$ cat src/smc_regs.svh
// Purpose: register offsets, field positions, reset values and counts of the standby control
// Assumes: core_clk at 40 MHz; the oscillator clock and core_clk are the same clock
// Notes: definitions only
`ifndef SMC_REGS_SVH
`define SMC_REGS_SVH
`define SMC_WSM_OFFSET 12'h05C
`define SMC_WSM_RESET 8'h80
`define SMC_BIT_DRIVE 0
`define SMC_BIT_RESLINK 1
`define SMC_BIT_SEL_LO 2
`define SMC_BIT_SEL_HI 3
`define SMC_BIT_WARM 4
`define SMC_BIT_PER_LO 5
`define SMC_BIT_PER_HI 6
`define SMC_BIT_WDEN 7
`define SMC_ENTRY_CYCLES 2'd3
`define SMC_WARM_SHORT 18'd16384
`define SMC_WARM_LONG 18'd65536
`define SMC_NMI_LEVEL 3'h7
`endif

$ cat src/smc_pkg.sv
// Purpose: types of the standby control
// Assumes: nothing beyond smc_regs.svh
// Notes: constants live in the header
package smc_pkg;
  // controller states
  typedef enum logic [2:0] {
    SMC_ACTIVE, SMC_ENTER, SMC_RUN_HALT, SMC_IDLE_HALT, SMC_STOP_HALT, SMC_WARMUP
  } smc_state_t;
  // standby mode field codes
  typedef enum logic [1:0] {
    SMC_MODE_RUN = 2'b00, SMC_MODE_STOP = 2'b01, SMC_MODE_IDLE = 2'b10, SMC_MODE_DC = 2'b11
  } smc_mode_t;
  // wake sources
  typedef enum logic [1:0] {
    SMC_SRC_NONE, SMC_SRC_NMI, SMC_SRC_EXTERNAL_IRQ_ZERO_PIN, SMC_SRC_OTHER
  } smc_src_t;
endpackage

$ cat src/smc_wake_if.sv
// Purpose: carries synchronised wake pin levels and edges
// Assumes: bit 0 is NMI (active high here), bit 1 is EXTERNAL_IRQ_ZERO_PIN
// Notes: driven by smc_pin_sync only
`timescale 1ns/100ps
interface smc_wake_if;
  logic [1:0] level; // filtered pin levels
  logic [1:0] rise; // one-cycle pulse on a confirmed rising level
  modport src (output level, output rise);
  modport dst (input level, input rise);
endinterface

$ cat src/smc_pin_sync.sv
// Purpose: three-flop synchroniser for the wake pins
// Assumes: pins are asynchronous to core_clk
// Notes: a change counts only when flops two and three agree
`timescale 1ns/100ps
module smc_pin_sync
  import smc_pkg::*;
(
  // clock and reset
  input wire logic core_clk,
  input wire logic rstn,
  // raw pins, active high
  input wire logic [1:0] pinRaw,
  // filtered result
  smc_wake_if.src wake
);
  typedef struct packed {
    logic [1:0] s1;
    logic [1:0] s2;
    logic [1:0] s3;
    logic [1:0] level;
    logic [1:0] rise;
  } smc_sync_t;
  smc_sync_t st_q, st_d;

  ////////////////////////////////////////////////////////////////////////////////
  // next state: s1 feeds s2 only, the filter looks at s2 and s3
  always_comb begin
    st_d = st_q;
    st_d.s1 = pinRaw;
    st_d.s2 = st_q.s1;
    st_d.s3 = st_q.s2;
    for (int i = 0; i < 2; i++) begin
      st_d.rise[i] = 1'b0;
      if (st_q.s2[i] == st_q.s3[i]) begin
        st_d.level[i] = st_q.s3[i];
        st_d.rise[i] = st_q.s3[i] & ~st_q.level[i];
      end
    end
  end

  // state register
  always_ff @(posedge core_clk or negedge rstn) begin
    if (!rstn) begin
      st_q <= '0;
    end else begin
      st_q <= st_d;
    end
  end

  assign wake.level = st_q.level;
  assign wake.rise = st_q.rise;
endmodule

$ cat src/smc_standby_ctrl.sv
// Purpose: standby mode control with APB register access
// Assumes: haltReq is a one-cycle pulse from the core; irq inputs are on core_clk
// Notes: clocks are shown as enables; real gating sits outside this block
`timescale 1ns/100ps
`include "smc_regs.svh"
module smc_standby_ctrl
  import smc_pkg::*;
#(
  parameter logic [17:0] WARM_SHORT = `SMC_WARM_SHORT,
  parameter logic [17:0] WARM_LONG = `SMC_WARM_LONG
) (
  // clock and reset
  input wire logic core_clk,
  input wire logic rstn,
  // apb slave
  input wire logic psel,
  input wire logic penable,
  input wire logic pwrite,
  input wire logic [11:0] paddr,
  input wire logic [31:0] pwdata,
  output logic [31:0] prdata,
  output logic pready,
  output logic pslverr,
  // core side
  input wire logic haltReq,
  input wire logic irqReq,
  input wire logic [2:0] irqLevel,
  input wire logic [2:0] interruptMaskLevel,
  input wire logic [2:0] int0Level,
  // wake pins
  input wire logic nmiPin_n,
  input wire logic externalIrqZeroPin,
  // pull selection inputs
  input wire logic pullFuncSel,
  input wire logic pullFuncData,
  input wire logic pullPortBit,
  // clock enables and core control
  output logic cpuRun,
  output logic periphClkEn,
  output logic oscEn,
  output logic sysClkEn,
  // wake results
  output logic wakeService,
  output logic wakeResume,
  output smc_src_t serviceFirst,
  output smc_src_t serviceSecond,
  output logic pendValid,
  // pin control in STOP and IDLE (aleForceLow in both), pull choice at all times
  output logic pinOutEn,
  output logic pinInGateEn,
  output logic aleForceLow,
  output logic oscOutForceHigh,
  output logic pullSel
);
  typedef struct packed {
    logic [7:0] wsm;
    logic [31:0] rdata;
    logic ready;
    logic err;
    smc_state_t state;
    logic [1:0] entryCnt;
    smc_mode_t mode;
    smc_src_t pendSrc;
    logic pendValid;
    logic warmStart;
    logic cpuRun;
    logic periphClkEn;
    logic oscEn;
    logic sysClkEn;
    logic wakeService;
    logic wakeResume;
    smc_src_t first;
    smc_src_t second;
    logic pinOutEn;
    logic pinInGateEn;
    logic aleForceLow;
    logic oscOutForceHigh;
    logic pullSel;
  } smc_top_t;
  smc_top_t st_q, st_d;

  smc_wake_if wake (); // synchronised pin events
  logic warmDone; // warm-up finished pulse
  logic [1:0] pinRaw; // pins turned active high
  logic hit; // address decode
  logic nmiWake; // nmi request seen
  logic int0Wake; // external_irq_zero_pin request seen
  logic int0Unmasked; // external_irq_zero_pin level passes the mask
  smc_src_t waker; // source of the current wake-up
  logic [2:0] wakerLvl; // its priority
  logic [2:0] pendLvl; // priority of the held request

  ////////////////////////////////////////////////////////////////////////////////
  // sub blocks
  assign pinRaw = {externalIrqZeroPin, ~nmiPin_n};

  // both wake pins pass the three-flop filter before any decision
  smc_pin_sync u_sync (
    .core_clk(core_clk),
    .rstn(rstn),
    .pinRaw(pinRaw),
    .wake(wake)
  );

  // warm-up timer; only a wake out of STOP starts it
  smc_warmup #(
    .WARM_SHORT(WARM_SHORT),
    .WARM_LONG(WARM_LONG)
  ) u_warm (
    .core_clk(core_clk),
    .rstn(rstn),
    .start(st_q.warmStart),
    .longSel(st_q.wsm[`SMC_BIT_WARM]),
    .done(warmDone)
  );

  ////////////////////////////////////////////////////////////////////////////////
  // helpers
  function automatic logic [2:0] srcLevel(input smc_src_t s, input logic [2:0] l0);
    logic [2:0] r;
    r = 3'h0;
    case (s)
      SMC_SRC_NMI: r = `SMC_NMI_LEVEL;
      SMC_SRC_EXTERNAL_IRQ_ZERO_PIN: r = l0;
      default: r = 3'h0;
    endcase
    return r;
  endfunction

  // wake decode, nmi ignores the mask
  always_comb begin
    hit = (paddr == `SMC_WSM_OFFSET);
    nmiWake = wake.rise[0];
    int0Wake = wake.rise[1];
    int0Unmasked = (interruptMaskLevel <= int0Level);
    // nmi wins when both pins rise together
    waker = nmiWake ? SMC_SRC_NMI : SMC_SRC_EXTERNAL_IRQ_ZERO_PIN;
    wakerLvl = srcLevel(waker, int0Level);
    pendLvl = srcLevel(st_q.pendSrc, int0Level);
  end

  ////////////////////////////////////////////////////////////////////////////////
  // next state
  always_comb begin
    st_d = st_q;
    st_d.warmStart = 1'b0;
    st_d.wakeService = 1'b0;
    st_d.wakeResume = 1'b0;
    // apb: answer one cycle after setup, zero wait states in access
    st_d.ready = 1'b0;
    st_d.err = 1'b0;
    if (psel && !penable) begin
      st_d.ready = 1'b1;
      st_d.err = !hit;
      st_d.rdata = hit ? {24'h000000, st_q.wsm} : 32'h00000000;
    end
    // the write lands only at the edge that sees pready high
    if (psel && penable && st_q.ready && pwrite && hit) begin
      st_d.wsm = pwdata[7:0];
    end
    // controller
    case (st_q.state)
      // running: a halt pulse picks the standby kind from the register
      SMC_ACTIVE: begin
        if (haltReq) begin
          st_d.mode = smc_mode_t'({st_q.wsm[`SMC_BIT_SEL_HI], st_q.wsm[`SMC_BIT_SEL_LO]});
          st_d.cpuRun = 1'b0;
          if (st_d.mode == SMC_MODE_RUN || st_d.mode == SMC_MODE_DC) begin
            st_d.state = SMC_RUN_HALT; // don't-care code falls back to RUN
          end else begin
            st_d.state = SMC_ENTER;
            st_d.entryCnt = `SMC_ENTRY_CYCLES;
          end
        end
      end
      SMC_ENTER: begin
        // a wake pin seen here cannot wake; hold it pending instead
        if (nmiWake || int0Wake) begin
          st_d.pendValid = 1'b1;
          st_d.pendSrc = nmiWake ? SMC_SRC_NMI : SMC_SRC_EXTERNAL_IRQ_ZERO_PIN;
        end
        // clocks stop only at the end of the window, so a late edge is held, not lost
        if (st_q.entryCnt == 2'd1) begin
          st_d.periphClkEn = 1'b0;
          st_d.sysClkEn = 1'b0;
          if (st_q.mode == SMC_MODE_STOP) begin
            st_d.oscEn = 1'b0;
            st_d.state = SMC_STOP_HALT;
            st_d.pinOutEn = st_q.wsm[`SMC_BIT_DRIVE];
            st_d.pinInGateEn = st_q.wsm[`SMC_BIT_DRIVE];
            st_d.oscOutForceHigh = 1'b1;
          end else begin
            st_d.state = SMC_IDLE_HALT;
          end
          st_d.aleForceLow = 1'b1;
        end else begin
          st_d.entryCnt = st_q.entryCnt - 2'd1;
        end
      end
      // core stopped, clocks on: an unmasked interrupt wins over the pins
      SMC_RUN_HALT: begin
        if (irqReq && interruptMaskLevel <= irqLevel) begin
          st_d.state = SMC_ACTIVE;
          st_d.cpuRun = 1'b1;
          st_d.wakeService = 1'b1;
          st_d.first = SMC_SRC_OTHER;
          st_d.second = SMC_SRC_NONE;
        end else if (nmiWake || (int0Wake && int0Unmasked)) begin
          st_d.state = SMC_ACTIVE;
          st_d.cpuRun = 1'b1;
          st_d.wakeService = 1'b1;
          st_d.first = waker;
          st_d.second = SMC_SRC_NONE;
        end else if (int0Wake) begin
          st_d.state = SMC_ACTIVE;
          st_d.cpuRun = 1'b1;
          st_d.wakeResume = 1'b1;
          st_d.first = SMC_SRC_NONE;
          st_d.second = SMC_SRC_NONE;
        end
      end
      SMC_IDLE_HALT, SMC_STOP_HALT: begin
        // only nmi or an unmasked external_irq_zero_pin wakes; other interrupts are ignored
        if (nmiWake || (int0Wake && int0Unmasked)) begin
          st_d.first = waker;
          st_d.second = SMC_SRC_NONE;
          if (st_q.pendValid) begin
            st_d.first = (pendLvl > wakerLvl) ? st_q.pendSrc : waker;
            st_d.second = (pendLvl > wakerLvl) ? waker : st_q.pendSrc;
            st_d.pendValid = 1'b0;
          end
          st_d.periphClkEn = 1'b1;
          st_d.aleForceLow = 1'b0;
          if (st_q.state == SMC_STOP_HALT) begin
            st_d.oscEn = 1'b1;
            st_d.oscOutForceHigh = 1'b0;
            st_d.pinOutEn = 1'b1;
            st_d.pinInGateEn = 1'b1;
            st_d.warmStart = 1'b1;
            st_d.state = SMC_WARMUP;
          end else begin
            st_d.sysClkEn = 1'b1;
            st_d.cpuRun = 1'b1;
            st_d.wakeService = 1'b1;
            st_d.state = SMC_ACTIVE;
          end
        end
      end
      SMC_WARMUP: begin
        // system clock stays off until the oscillator has settled
        if (warmDone) begin
          st_d.sysClkEn = 1'b1;
          st_d.cpuRun = 1'b1;
          st_d.wakeService = 1'b1;
          st_d.state = SMC_ACTIVE;
        end
      end
      // unused state codes recover to running
      default: begin
        st_d.state = SMC_ACTIVE;
      end
    endcase
    // pull choice: output function data, else port register only
    st_d.pullSel = pullFuncSel ? pullFuncData : pullPortBit;
  end

  ////////////////////////////////////////////////////////////////////////////////
  // state register; reset leaves standby at once with no warm-up count
  always_ff @(posedge core_clk or negedge rstn) begin
    if (!rstn) begin
      st_q <= '0;
      // reset also drops any request held from an entry window
      st_q.wsm <= `SMC_WSM_RESET;
      st_q.state <= SMC_ACTIVE;
      st_q.cpuRun <= 1'b1;
      st_q.periphClkEn <= 1'b1;
      st_q.oscEn <= 1'b1;
      st_q.sysClkEn <= 1'b1;
      st_q.pinOutEn <= 1'b1;
      st_q.pinInGateEn <= 1'b1;
    end else begin
      st_q <= st_d;
    end
  end

  ////////////////////////////////////////////////////////////////////////////////
  // outputs, all from flops
  assign prdata = st_q.rdata;
  assign pready = st_q.ready;
  assign pslverr = st_q.err;
  assign cpuRun = st_q.cpuRun;
  assign periphClkEn = st_q.periphClkEn;
  assign oscEn = st_q.oscEn;
  assign sysClkEn = st_q.sysClkEn;
  assign wakeService = st_q.wakeService;
  assign wakeResume = st_q.wakeResume;
  assign serviceFirst = st_q.first;
  assign serviceSecond = st_q.second;
  assign pendValid = st_q.pendValid;
  assign pinOutEn = st_q.pinOutEn;
  assign pinInGateEn = st_q.pinInGateEn;
  assign aleForceLow = st_q.aleForceLow;
  assign oscOutForceHigh = st_q.oscOutForceHigh;
  assign pullSel = st_q.pullSel;
endmodule

$ cat src/smc_warmup.sv
// Purpose: oscillator warm-up counter for leaving STOP
// Assumes: counts core_clk cycles, which stand for oscillator cycles
// Notes: counts are parameters so a simulation can shorten them
`timescale 1ns/100ps
`include "smc_regs.svh"
module smc_warmup
  import smc_pkg::*;
#(
  parameter logic [17:0] WARM_SHORT = `SMC_WARM_SHORT,
  parameter logic [17:0] WARM_LONG = `SMC_WARM_LONG
) (
  // clock and reset
  input wire logic core_clk,
  input wire logic rstn,
  // control
  input wire logic start,
  input wire logic longSel,
  // status
  output logic done
);
  typedef struct packed {
    logic busy;
    logic [17:0] cnt;
    logic done;
  } smc_warm_t;
  smc_warm_t st_q, st_d;

  ////////////////////////////////////////////////////////////////////////////////
  // load on start, pulse done when the interval has run out
  always_comb begin
    st_d = st_q;
    st_d.done = 1'b0;
    if (start) begin
      st_d.busy = 1'b1;
      st_d.cnt = longSel ? WARM_LONG : WARM_SHORT;
    end else if (st_q.busy) begin
      if (st_q.cnt <= 18'd1) begin
        st_d.busy = 1'b0;
        st_d.done = 1'b1;
      end else begin
        st_d.cnt = st_q.cnt - 18'd1;
      end
    end
  end

  // state register
  always_ff @(posedge core_clk or negedge rstn) begin
    if (!rstn) begin
      st_q <= '0;
    end else begin
      st_q <= st_d;
    end
  end

  assign done = st_q.done;
endmodule

$ cat config.mk
export PLATFORM = sky130hd
export DESIGN_NAME = smc_standby_ctrl
export DESIGN_NICKNAME = d
export VERILOG_FILES = /design/src/smc_pkg.sv /design/src/smc_wake_if.sv /design/src/smc_pin_sync.sv /design/src/smc_standby_ctrl.sv /design/src/smc_warmup.sv
export VERILOG_INCLUDE_DIRS = /design/src
export SDC_FILE = /design/constraint.sdc
export NUM_CORES = 1
export LEC_CHECK = 0
export BUFFER_PORTS_ARGS = -buffer_cell sky130_fd_sc_hd__buf_2
export CAP_MARGIN = 20
export CORE_MARGIN = 5
export CORE_UTILIZATION = 47
export DETAILED_ROUTE_END_ITERATION = 8
export PLACE_DENSITY = 0.77
export SETUP_SLACK_MARGIN = 0.1
export SLEW_MARGIN = 20
export SYNTH_ARGS = -nofsm -noshare
export SYNTH_HDL_FRONTEND = slang
export SYNTH_SLANG_ARGS = --single-unit
$ cat constraint.sdc
create_clock -name core_clk -period 2.29 [get_ports core_clk]
set_input_delay 0.458 -clock core_clk [delete_from_list [all_inputs] [get_ports core_clk]]
set_output_delay 0.458 -clock core_clk [all_outputs]
set_load 0.005 [all_outputs]
* Yosys cells after proc, flatten, opt, wreduce, memory -nomap -nowiden
Cells that the tools add are included.
Operators by class: $add $sub $neg 2, magnitude comparators 4, eq/ne operators 27, multiplexer cells 68, bitwise logic cells 5, reduce and logical (&&, ||, !) cells 32
Operators with widths (number):
- two-way mux 3 bit | 9
- two-way mux 1 bit | 24
- two-way mux 2 bit | 11
- two-way mux 20 bit | 1
- inequality test 2 bit (second input constant) | 10
- two-way mux 19 bit | 1
- less-or-equal comparator 18 x 1 -> 1 bit (second input constant) | 1
- two-way mux 18 bit | 1
- subtractor 18 x 1 -> 18 bit (second input constant) | 1
- two-way mux 17 bit | 1
- two-way mux 4 bit | 4
- two-way mux 8 bit | 2
- case mux 4 bit (2 select lines) | 2
- case mux 3 bit (5 select lines) | 1
- AND reduction 5 bit | 3
- two-way mux 7 bit | 2
- == test 12 x 7 -> 1 bit (second input constant) | 1
- case mux 3 bit (2 select lines) | 2
- AND reduction 3 bit | 3
- == test 2 x 1 -> 1 bit (second input constant) | 4
- case mux 2 bit (2 select lines) | 2
- nonzero test 2 bit | 4
- logical AND 1 bit | 7
- == test 2 bit (second input constant) | 3
- other kinds (25) | 38
Storage, ports and cells: bits in registers 74, input port bits 65, output and inout port bits 50, logic and storage cells 170

* Logic depth before layout (Yosys ltp)
Gate-level depths: netlist of run 1.
depth in word-level cells 8, gate-level depth with buffers 10, mapped depth without buffers 10

* Hierarchy
Synthesis of run 1 repeated with hierarchy kept, for this count alone.
Unflattened totals: cell total of the unflattened synthesis 418, area total of the unflattened synthesis 4232.8 um^2
Modules (own cells, without submodules):
- smc_standby_ctrl | instances 1, cells an instance 261, area each 2655.0 um^2
- smc_warmup | instances 1, cells an instance 139, area each 1255.0 um^2
- smc_pin_sync | instances 1, cells an instance 18, area each 322.8 um^2

* Worst setup path after synthesis of run 1
No wires, ideal clock.
kind register to register, from register st_q[17] (netlist name), to register st_q (netlist bit serviceFirst[0]), setup time 0.125 ns, data arrival time 2.263 ns, data required time 2.165 ns, slack -0.098 ns, cell stages (with the launch flop) 9, period minus slack after synthesis 2.388 ns, cells stage by stage dfrtp_1 > inv_1 > ha_1 > or2_2 > ha_1 > and3_1 > a2111oi_0 > a22oi_1 > mux2_2
On the way: cells in the longest elaborated chain, start to end 7, elaborated cells between the ends (all ways) 8, classes of those cells 1 x order compare; 2 x eq/ne; 5 x mux
RTL lines:
- start: declaration | RTL line smc_standby_ctrl.sv:80 | smc_top_t st_q, st_d;
- start signal: assignment | RTL line smc_standby_ctrl.sv:282 | st_q <= st_d;
- == test 2 bit / == test 2 x 1 -> 1 bit (equally long branches) | RTL line smc_standby_ctrl.sv:122 | case (s)
- case mux 3 bit (2 select lines) | RTL line smc_standby_ctrl.sv:122
- greater-than comparator 3 bit | RTL line smc_standby_ctrl.sv:228 | st_d.first = (pendLvl > wakerLvl) ? st_q.pendSrc : waker;
- two-way mux 2 bit (*) | RTL line smc_standby_ctrl.sv:228
- two-way mux 4 bit (*) | RTL line smc_standby_ctrl.sv:227 | if (st_q.pendValid) begin
- two-way mux 8 bit (*) | RTL line smc_standby_ctrl.sv:224 | if (nmiWake || (int0Wake && int0Unmasked)) begin
- case mux 4 bit (2 select lines) (*) | RTL line smc_standby_ctrl.sv:162 | case (st_q.state)
Mark *: on every way between the ends. The rest lies on a longest branch, timed or not. The select of a mux whose other input is x is not followed. A chain may end at the register's enable or synchronous reset.

* Worst setup path after layout of run 1
Same ends and word-level chain as after synthesis.

==> flow_summary.ini, run 1 <==
[layout]
n_antenna_cell = 0
layout.area.seq_um2 = 1830
fraction_of_final_layout_cells_sized_beyond_drive_strength_1_pct = 34.4
area_growth_syn_to_layout_pct = 17.3
filler_cell_count = 680
multiInputGateArea_um2 = 1890
fin_nets = 510
layout.cells.most_common = sky130_fd_sc_hd__dfrtp_1
layout_common_cells = 67 x sky130_fd_sc_hd__dfrtp_1, 66 x sky130_fd_sc_hd__buf_2, 34 x sky130_fd_sc_hd__nor2_1
stdcell_count = 541
fin_util_pct = 56.0

[timing]
final_hold_viol_count = 0
final_report_max_slew_violation_count = 0
final.min_clock_period_ns = 2.29
tightest_slew_ns = 0.678
timing.setup.tns_ns = 0
postLayoutSetupSlackWorst_ns = 0.00210
worst_slew_margin_rel_pct = 54.8
report.final.setup_viol = 0
period_share_pct = 99.9
max_freq_mhz = 437
finalClockSkew_ns = 0.0118
grt_setup_unrepaired = true

[place]
hpwl_mm = 5.47
detailedPlace.worstSlack_ns = -0.0229
place_inst = 523
gp_routability_congestion = 0.819
buffer_ports.inserted = 66

[cts]
clk-insertion-delay-late_ns = 0.35
cts_tree = done
clk_pin_slew_worst_paths_ns = 0.08
cts-hold-fix-buffers = 0
clock-sinks = 73
cts-buffers-inserted = 9
clk_path_buf_depth = 2
clock-root-buffer = sky130_fd_sc_hd__clkbuf_8
cts_htree_levels = 3

[outcome]
outcome = complete, no violations

[floorplanning]
fp.dieArea_um2 = 10200
fp.dieW_um = 101
core_area_um2 = 8130
start_util_pct = 47.8
fp-row-count = 33
floorplan.die.height_um = 101
io_pins = 115

[pwr]
design_power_total_uw = 3530
vdd_ir_drop_max_mv = 0.343
power_switching_share_pct = 31.2
share_seq_of_total_power_pct = 44.5
power.combinational.fraction_pct = 27.4
static-leakage-power_uw = 0.00219
netSwitchingPower_uw = 1100
power_per_cell_area_nw_per_um2 = 774
cellInternalPower_uw = 2430
share_clk_of_total_power_pct = 28.1

[global_routing]
globalRoute.totalOverflow = 0
pin_count_of_the_biggest_net_entering_global_routing = 74
initial_antenna_violation_count = 0
grt_pass1_wl_mm = 13.1
via_count_of_the_first_global_routing_pass = 2925
grtUsageTotal_pct = 15.9

[synth]
netlist.area_leader.share_pct = 43.1
synth-main-ff-cell = sky130_fd_sc_hd__dfrtp_1
yosysWarnings = 0
synth_enable_flop_cells = 0
synthesis.area_per_instance_um2 = 10.6
post_synth_inst_count = 366
post-synth-top-area-cell = sky130_fd_sc_hd__dfrtp_1
synth_seq_cells = 73
ys_top_cells_by_area = sky130_fd_sc_hd__dfrtp_1 43%, sky130_fd_sc_hd__buf_4 7.3%, sky130_fd_sc_hd__ha_1 4.5%
synth-seq-area-share_pct = 47.2
yosysUniqueCellTypes = 63
postSynth.asyncResetShare_pct = 100
synthesis.area_um2 = 3890

[critical_path]
crit_arrival_ns = 2.53
worst_setup_path_end_kind = flip-flop
regToRegSetupSlack_ns = 0.002
critical_path_class = flip-flop to flip-flop
worst_setup_path_start_kind = flip-flop
critical_path_peak_fanout = 3
crit_chain = inv_2 -> ha_4 -> a21oi_2 -> nor2_1 -> ha_1 -> nor2b_4 -> or3_4 -> a41oi_2 -> a22oi_1 -> mux2_4
crit_path_top_delay_cell = sky130_fd_sc_hd__dfrtp_1
crit_required_ns = 2.53
timing.critical_path.slowest_cell_delay_ns = 0.43

[worst_hold_path]
hold_path_class = primary input to asynchronous set/reset pin

[route]
avgRoutedWirePerCell_um = 14.0
detail_route.drc_violations = 0
vias_per_cell = 5.18
drt_pre_antenna_iters = 4
number_of_vias_in_the_routed_layout = 2801
drt_wl_total_mm = 7.56
first_iter_violations = 122
route.antenna.remaining_nets = 0

[job]
max_cap_viol_count = 0
-- synth_stat cells (all sizes together) (2+ instances only) --
cell type / count
dfrtp: 67
buf: 40
nor2: 35
nand2: 18
xnor2: 18
inv: 16
ha: 14
mux2: 13
a21oi: 12
a22o: 9
or3: 9
clkbuf: 8
nand2b: 8
o21ai: 7
dfstp: 6
nor4: 6
o21a: 6
or2: 6
a211oi: 5
nor2b: 5
nor3: 5
a2111oi: 4
nand3: 4
o211ai: 4
nor3b: 3
a21boi: 2
a22oi: 2
and4bb: 2
maj3: 2
nand3b: 2
nor4b: 2
o221ai: 2
o22ai: 2
o31ai: 2
or3b: 2
-- cells by family (layout without fill, tap and decap cells) --
family | Yosys count | count (layout) | share of synthesized area, %
multiplexers | 14 | 14 | 4.02
XOR/XNOR | 18 | 18 | 4.06
AND/OR/NAND/NOR | 113 | 113 | 17.1
adder cells (fa/ha/maj) | 16 | 16 | 5.02
AO/OA/AOI/OAI | 67 | 67 | 12.5
buffers and inverters | 64 | 111 | 10.1
flip-flops | 73 | 73 | 47.2
other | 1 | 24 | 0.0965
-- per-stage QoR --
stage                     hold slack [ns]  instance area [um^2]
after global routing                0.123                  4560
after CTS                           0.135                  4530
final                               0.125                  4560
after detailed placement            0.336                  4270
after global placement              0.334                  4270
after floorplan                     0.162                  4030
-- final timing paths --
kind / start / to / cells after the start
max: st_q[17] / serviceFirst[0] / 10
min: rstn / st_q[65] / 2
max reg2reg: st_q[17] / serviceFirst[0] / 10
min reg2reg: u_sync.st_d[7] / u_sync.st_d[5] / 0
max in group asynchronous: rstn / periphClkEn / 2
min in group core_clk: externalIrqZeroPin / u_sync.st_d[7] / 1
-- registers in the layout (all words and copies together), names as in the netlist, 2 cells and up --
| name | count |
|---|---|
| u_warm.st_q | 19 |
| st_q | 18 |
| prdata | 8 |
| u_sync.st_d | 4 |
| serviceFirst | 2 |
| serviceSecond | 2 |
| u_sync.st_q | 2 |
| u_sync.wake.level | 2 |
| u_sync.wake.rise | 2 |
-- critical path, delay by kind of cell, from the launching register on --
kind	cells	cell delay [ns]
and+or+nand+nor	3	0.55
DFF	1	0.43
buffers and inverters	1	0.08
adders and majority gates	2	0.46
AOI/OAI and AO/OA	3	0.38
muxes	1	0.28
-- layer usage --
layer	global-route usage, %	wire length, um	vias to the layer above
met1	18.7	3080	1365
li1	-	-	1359
met4	5.01	81	0
met2	27.7	3990	70
met3	5.05	414	7
met5	0	0	-
-- what timing repair did --
action                     4_1_cts  5_1_grt
pin swaps                        6        3
cloned                           0        0
setup endpoints to repair        3        6
hold endpoints to repair         0        0
gates resized for setup         10        5
buffers inserted                 2        0
-- power groups by stage --
stage / clock network, uW / registers, uW / logic (uW)
after floorplan: 0 / 1550 / 631
after global placement: 0 / 1580 / 795
after detailed placement: 0 / 1590 / 829
after CTS: 1020 / 1570 / 931
after global routing: 1080 / 1590 / 1090
final: 992 / 1570 / 967
-- area by class of cell --
type,count,area share (%)
Tap cell,105,2.88
Inverter,16,1.32
Clock buffer,9,2.72
Clock inverter,7,1.54
Multi-Input combinational cell,252,41.4
Sequential cell,73,40.2
Timing Repair Buffer,79,9.94
(Power assumes the default switching activity.)
==> inputs of run 2 (changes only) <==
Settings changed: CORE_MARGIN 5 to 4, CORE_UTILIZATION 47 to 42, PLACE_DENSITY 0.77 to 0.7.
==> flow_summary.ini, run 2 (same netlist as run 1, synthesis figures left out) <==
[outcome]
outcome = complete, no violations

[place]
dpl-instance-area_um2 = 4270
place_inst = 527
hpwl_mm = 5.87
gp_routability_congestion = 0.794
buffer_ports.inserted = 66

[cts]
cts-hold-fix-buffers = 0
cts_htree_levels = 3
clock-root-buffer = sky130_fd_sc_hd__clkbuf_8
clk-insertion-delay-late_ns = 0.34
clk_pin_slew_worst_paths_ns = 0.08
clock-sinks = 73
cts_tree = done
clk_path_buf_depth = 2
cts-buffers-inserted = 9

[timing]
max_freq_mhz = 439
final.min_clock_period_ns = 2.28
grt_setup_unrepaired = true
final_report_max_slew_violation_count = 0
final_hold_viol_count = 0
period_share_pct = 99.5
tightest_slew_ns = 0.650
report.final.setup_viol = 0
worst_slew_margin_rel_pct = 56.7
finalClockSkew_ns = 0.00734
timing.setup.tns_ns = 0

[global_routing]
initial_antenna_violation_count = 0
via_count_of_the_first_global_routing_pass = 3046
grt_pass1_wl_mm = 13.8
globalRoute.totalOverflow = 0
pin_count_of_the_biggest_net_entering_global_routing = 74
grtUsageTotal_pct = 15.4

[route]
drt_pre_antenna_iters = 4
avgRoutedWirePerCell_um = 14.6
drt_wl_total_mm = 8.00
route.antenna.remaining_nets = 0
detail_route.drc_violations = 0
first_iter_violations = 80
number_of_vias_in_the_routed_layout = 2831
vias_per_cell = 5.18

[critical_path]
worst_setup_path_start_kind = flip-flop
r2r_cells = 10
worst_setup_path_end_kind = flip-flop
r2r-start = st_q[17]
crit_path_top_delay_cell = sky130_fd_sc_hd__dfrtp_1
timing.critical_path.slowest_cell_delay_ns = 0.43
critical_path_peak_fanout = 3
crit_chain = inv_2 -> ha_4 -> a21oi_2 -> nor2_1 -> ha_1 -> nor2b_4 -> o21ai_2 -> a2111oi_4 -> and2_1 -> o41a_1
timing.rr.end = serviceFirst[1]
regToRegSetupSlack_ns = 0.01
critical_path_class = flip-flop to flip-flop
crit_required_ns = 2.51
critical_path.n_buffers_inverters = 1
crit_arrival_ns = 2.50
cell_family_contributing_the_most_delay_on_the_critical_path = compound AO/OA/AOI/OAI gates

[layout]
fraction_of_final_layout_cells_sized_beyond_drive_strength_1_pct = 34.0
area_growth_syn_to_layout_pct = 16.9
stdcell_count = 546
post-route-cell-area_um2 = 4540
fin_util_pct = 51.3
n_antenna_cell = 0
layout.cells.most_common = sky130_fd_sc_hd__dfrtp_1
registers.top_by_ff_count = u_warm.st_q
fin_nets = 512
largest_register_ffs = 19
layout_common_cells = 67 x sky130_fd_sc_hd__dfrtp_1, 66 x sky130_fd_sc_hd__buf_2, 34 x sky130_fd_sc_hd__nor2_1

[pwr]
vdd_ir_drop_max_mv = 0.311
power_per_cell_area_nw_per_um2 = 774
static-leakage-power_uw = 0.00219

[floorplanning]
core_area_um2 = 8850
fp.dieW_um = 104
io_pins = 115
fp.dieArea_um2 = 10900
start_util_pct = 43.9
fp-row-count = 34
floorplan.die.height_um = 104

[job]
max_cap_viol_count = 0

[worst_hold_path]
hold_path_class = primary input to asynchronous set/reset pin
## run 2: final cells by class
type	count	area [um^2]
fillers	789	4310
multi-input cells	252	1870
flip-flops and latches	73	1830
repair buffers	81	455
clock buffers	13	149
well taps	108	135
inverters	16	60.1
clock inverters	3	40.0
## run 2: how the worst max path moves through the flow
stage                   from               end  slack, ns  depth (start not counted)
finish              st_q[17]   serviceFirst[1]       0.01                         10
global route        st_q[17]   serviceFirst[1]      -0.09                         11
CTS                 st_q[17]   serviceFirst[0]       0.02                          9
detailed placement  st_q[18]  serviceSecond[1]      -0.08                         10
global placement    st_q[17]   serviceFirst[0]       0.02                          8
floorplan           st_q[17]   serviceFirst[0]       0.11                          8
## run 2: metrics by stage
stage               power, uW  setup slack [ns]  hold slack, ns
floorplan                2180             0.107           0.162
global placement         2380            0.0199           0.333
detailed placement       2430           -0.0772           0.335
CTS                      3530            0.0187           0.137
global route             3740           -0.0874           0.162
finish                   3520            0.0108           0.127
## run 2: per-layer routing
metal	GRT usage (%)	wire length, um	part of all wire [%]	up-vias
li1	-	-	-	1359
met1	17.2	3220	40	1391
met2	28.3	4290	54	65
met4	5.13	148	1.9	0
met5	0	0	0	-
met3	4.28	336	4.2	16
## run 2: power breakdown
group,switching (uW),internal (uW)
clock network,466,532
registers,127,1440
logic,479,472
total,1070,2440
## run 2: what timing repair did
| action | in CTS | in global routing |
|---|---|---|
| buffers inserted | 2 | 1 |
| pin swaps | 9 | 2 |
| endpoints found under the setup margin | 3 | 7 |
| resized for setup | 10 | 4 |
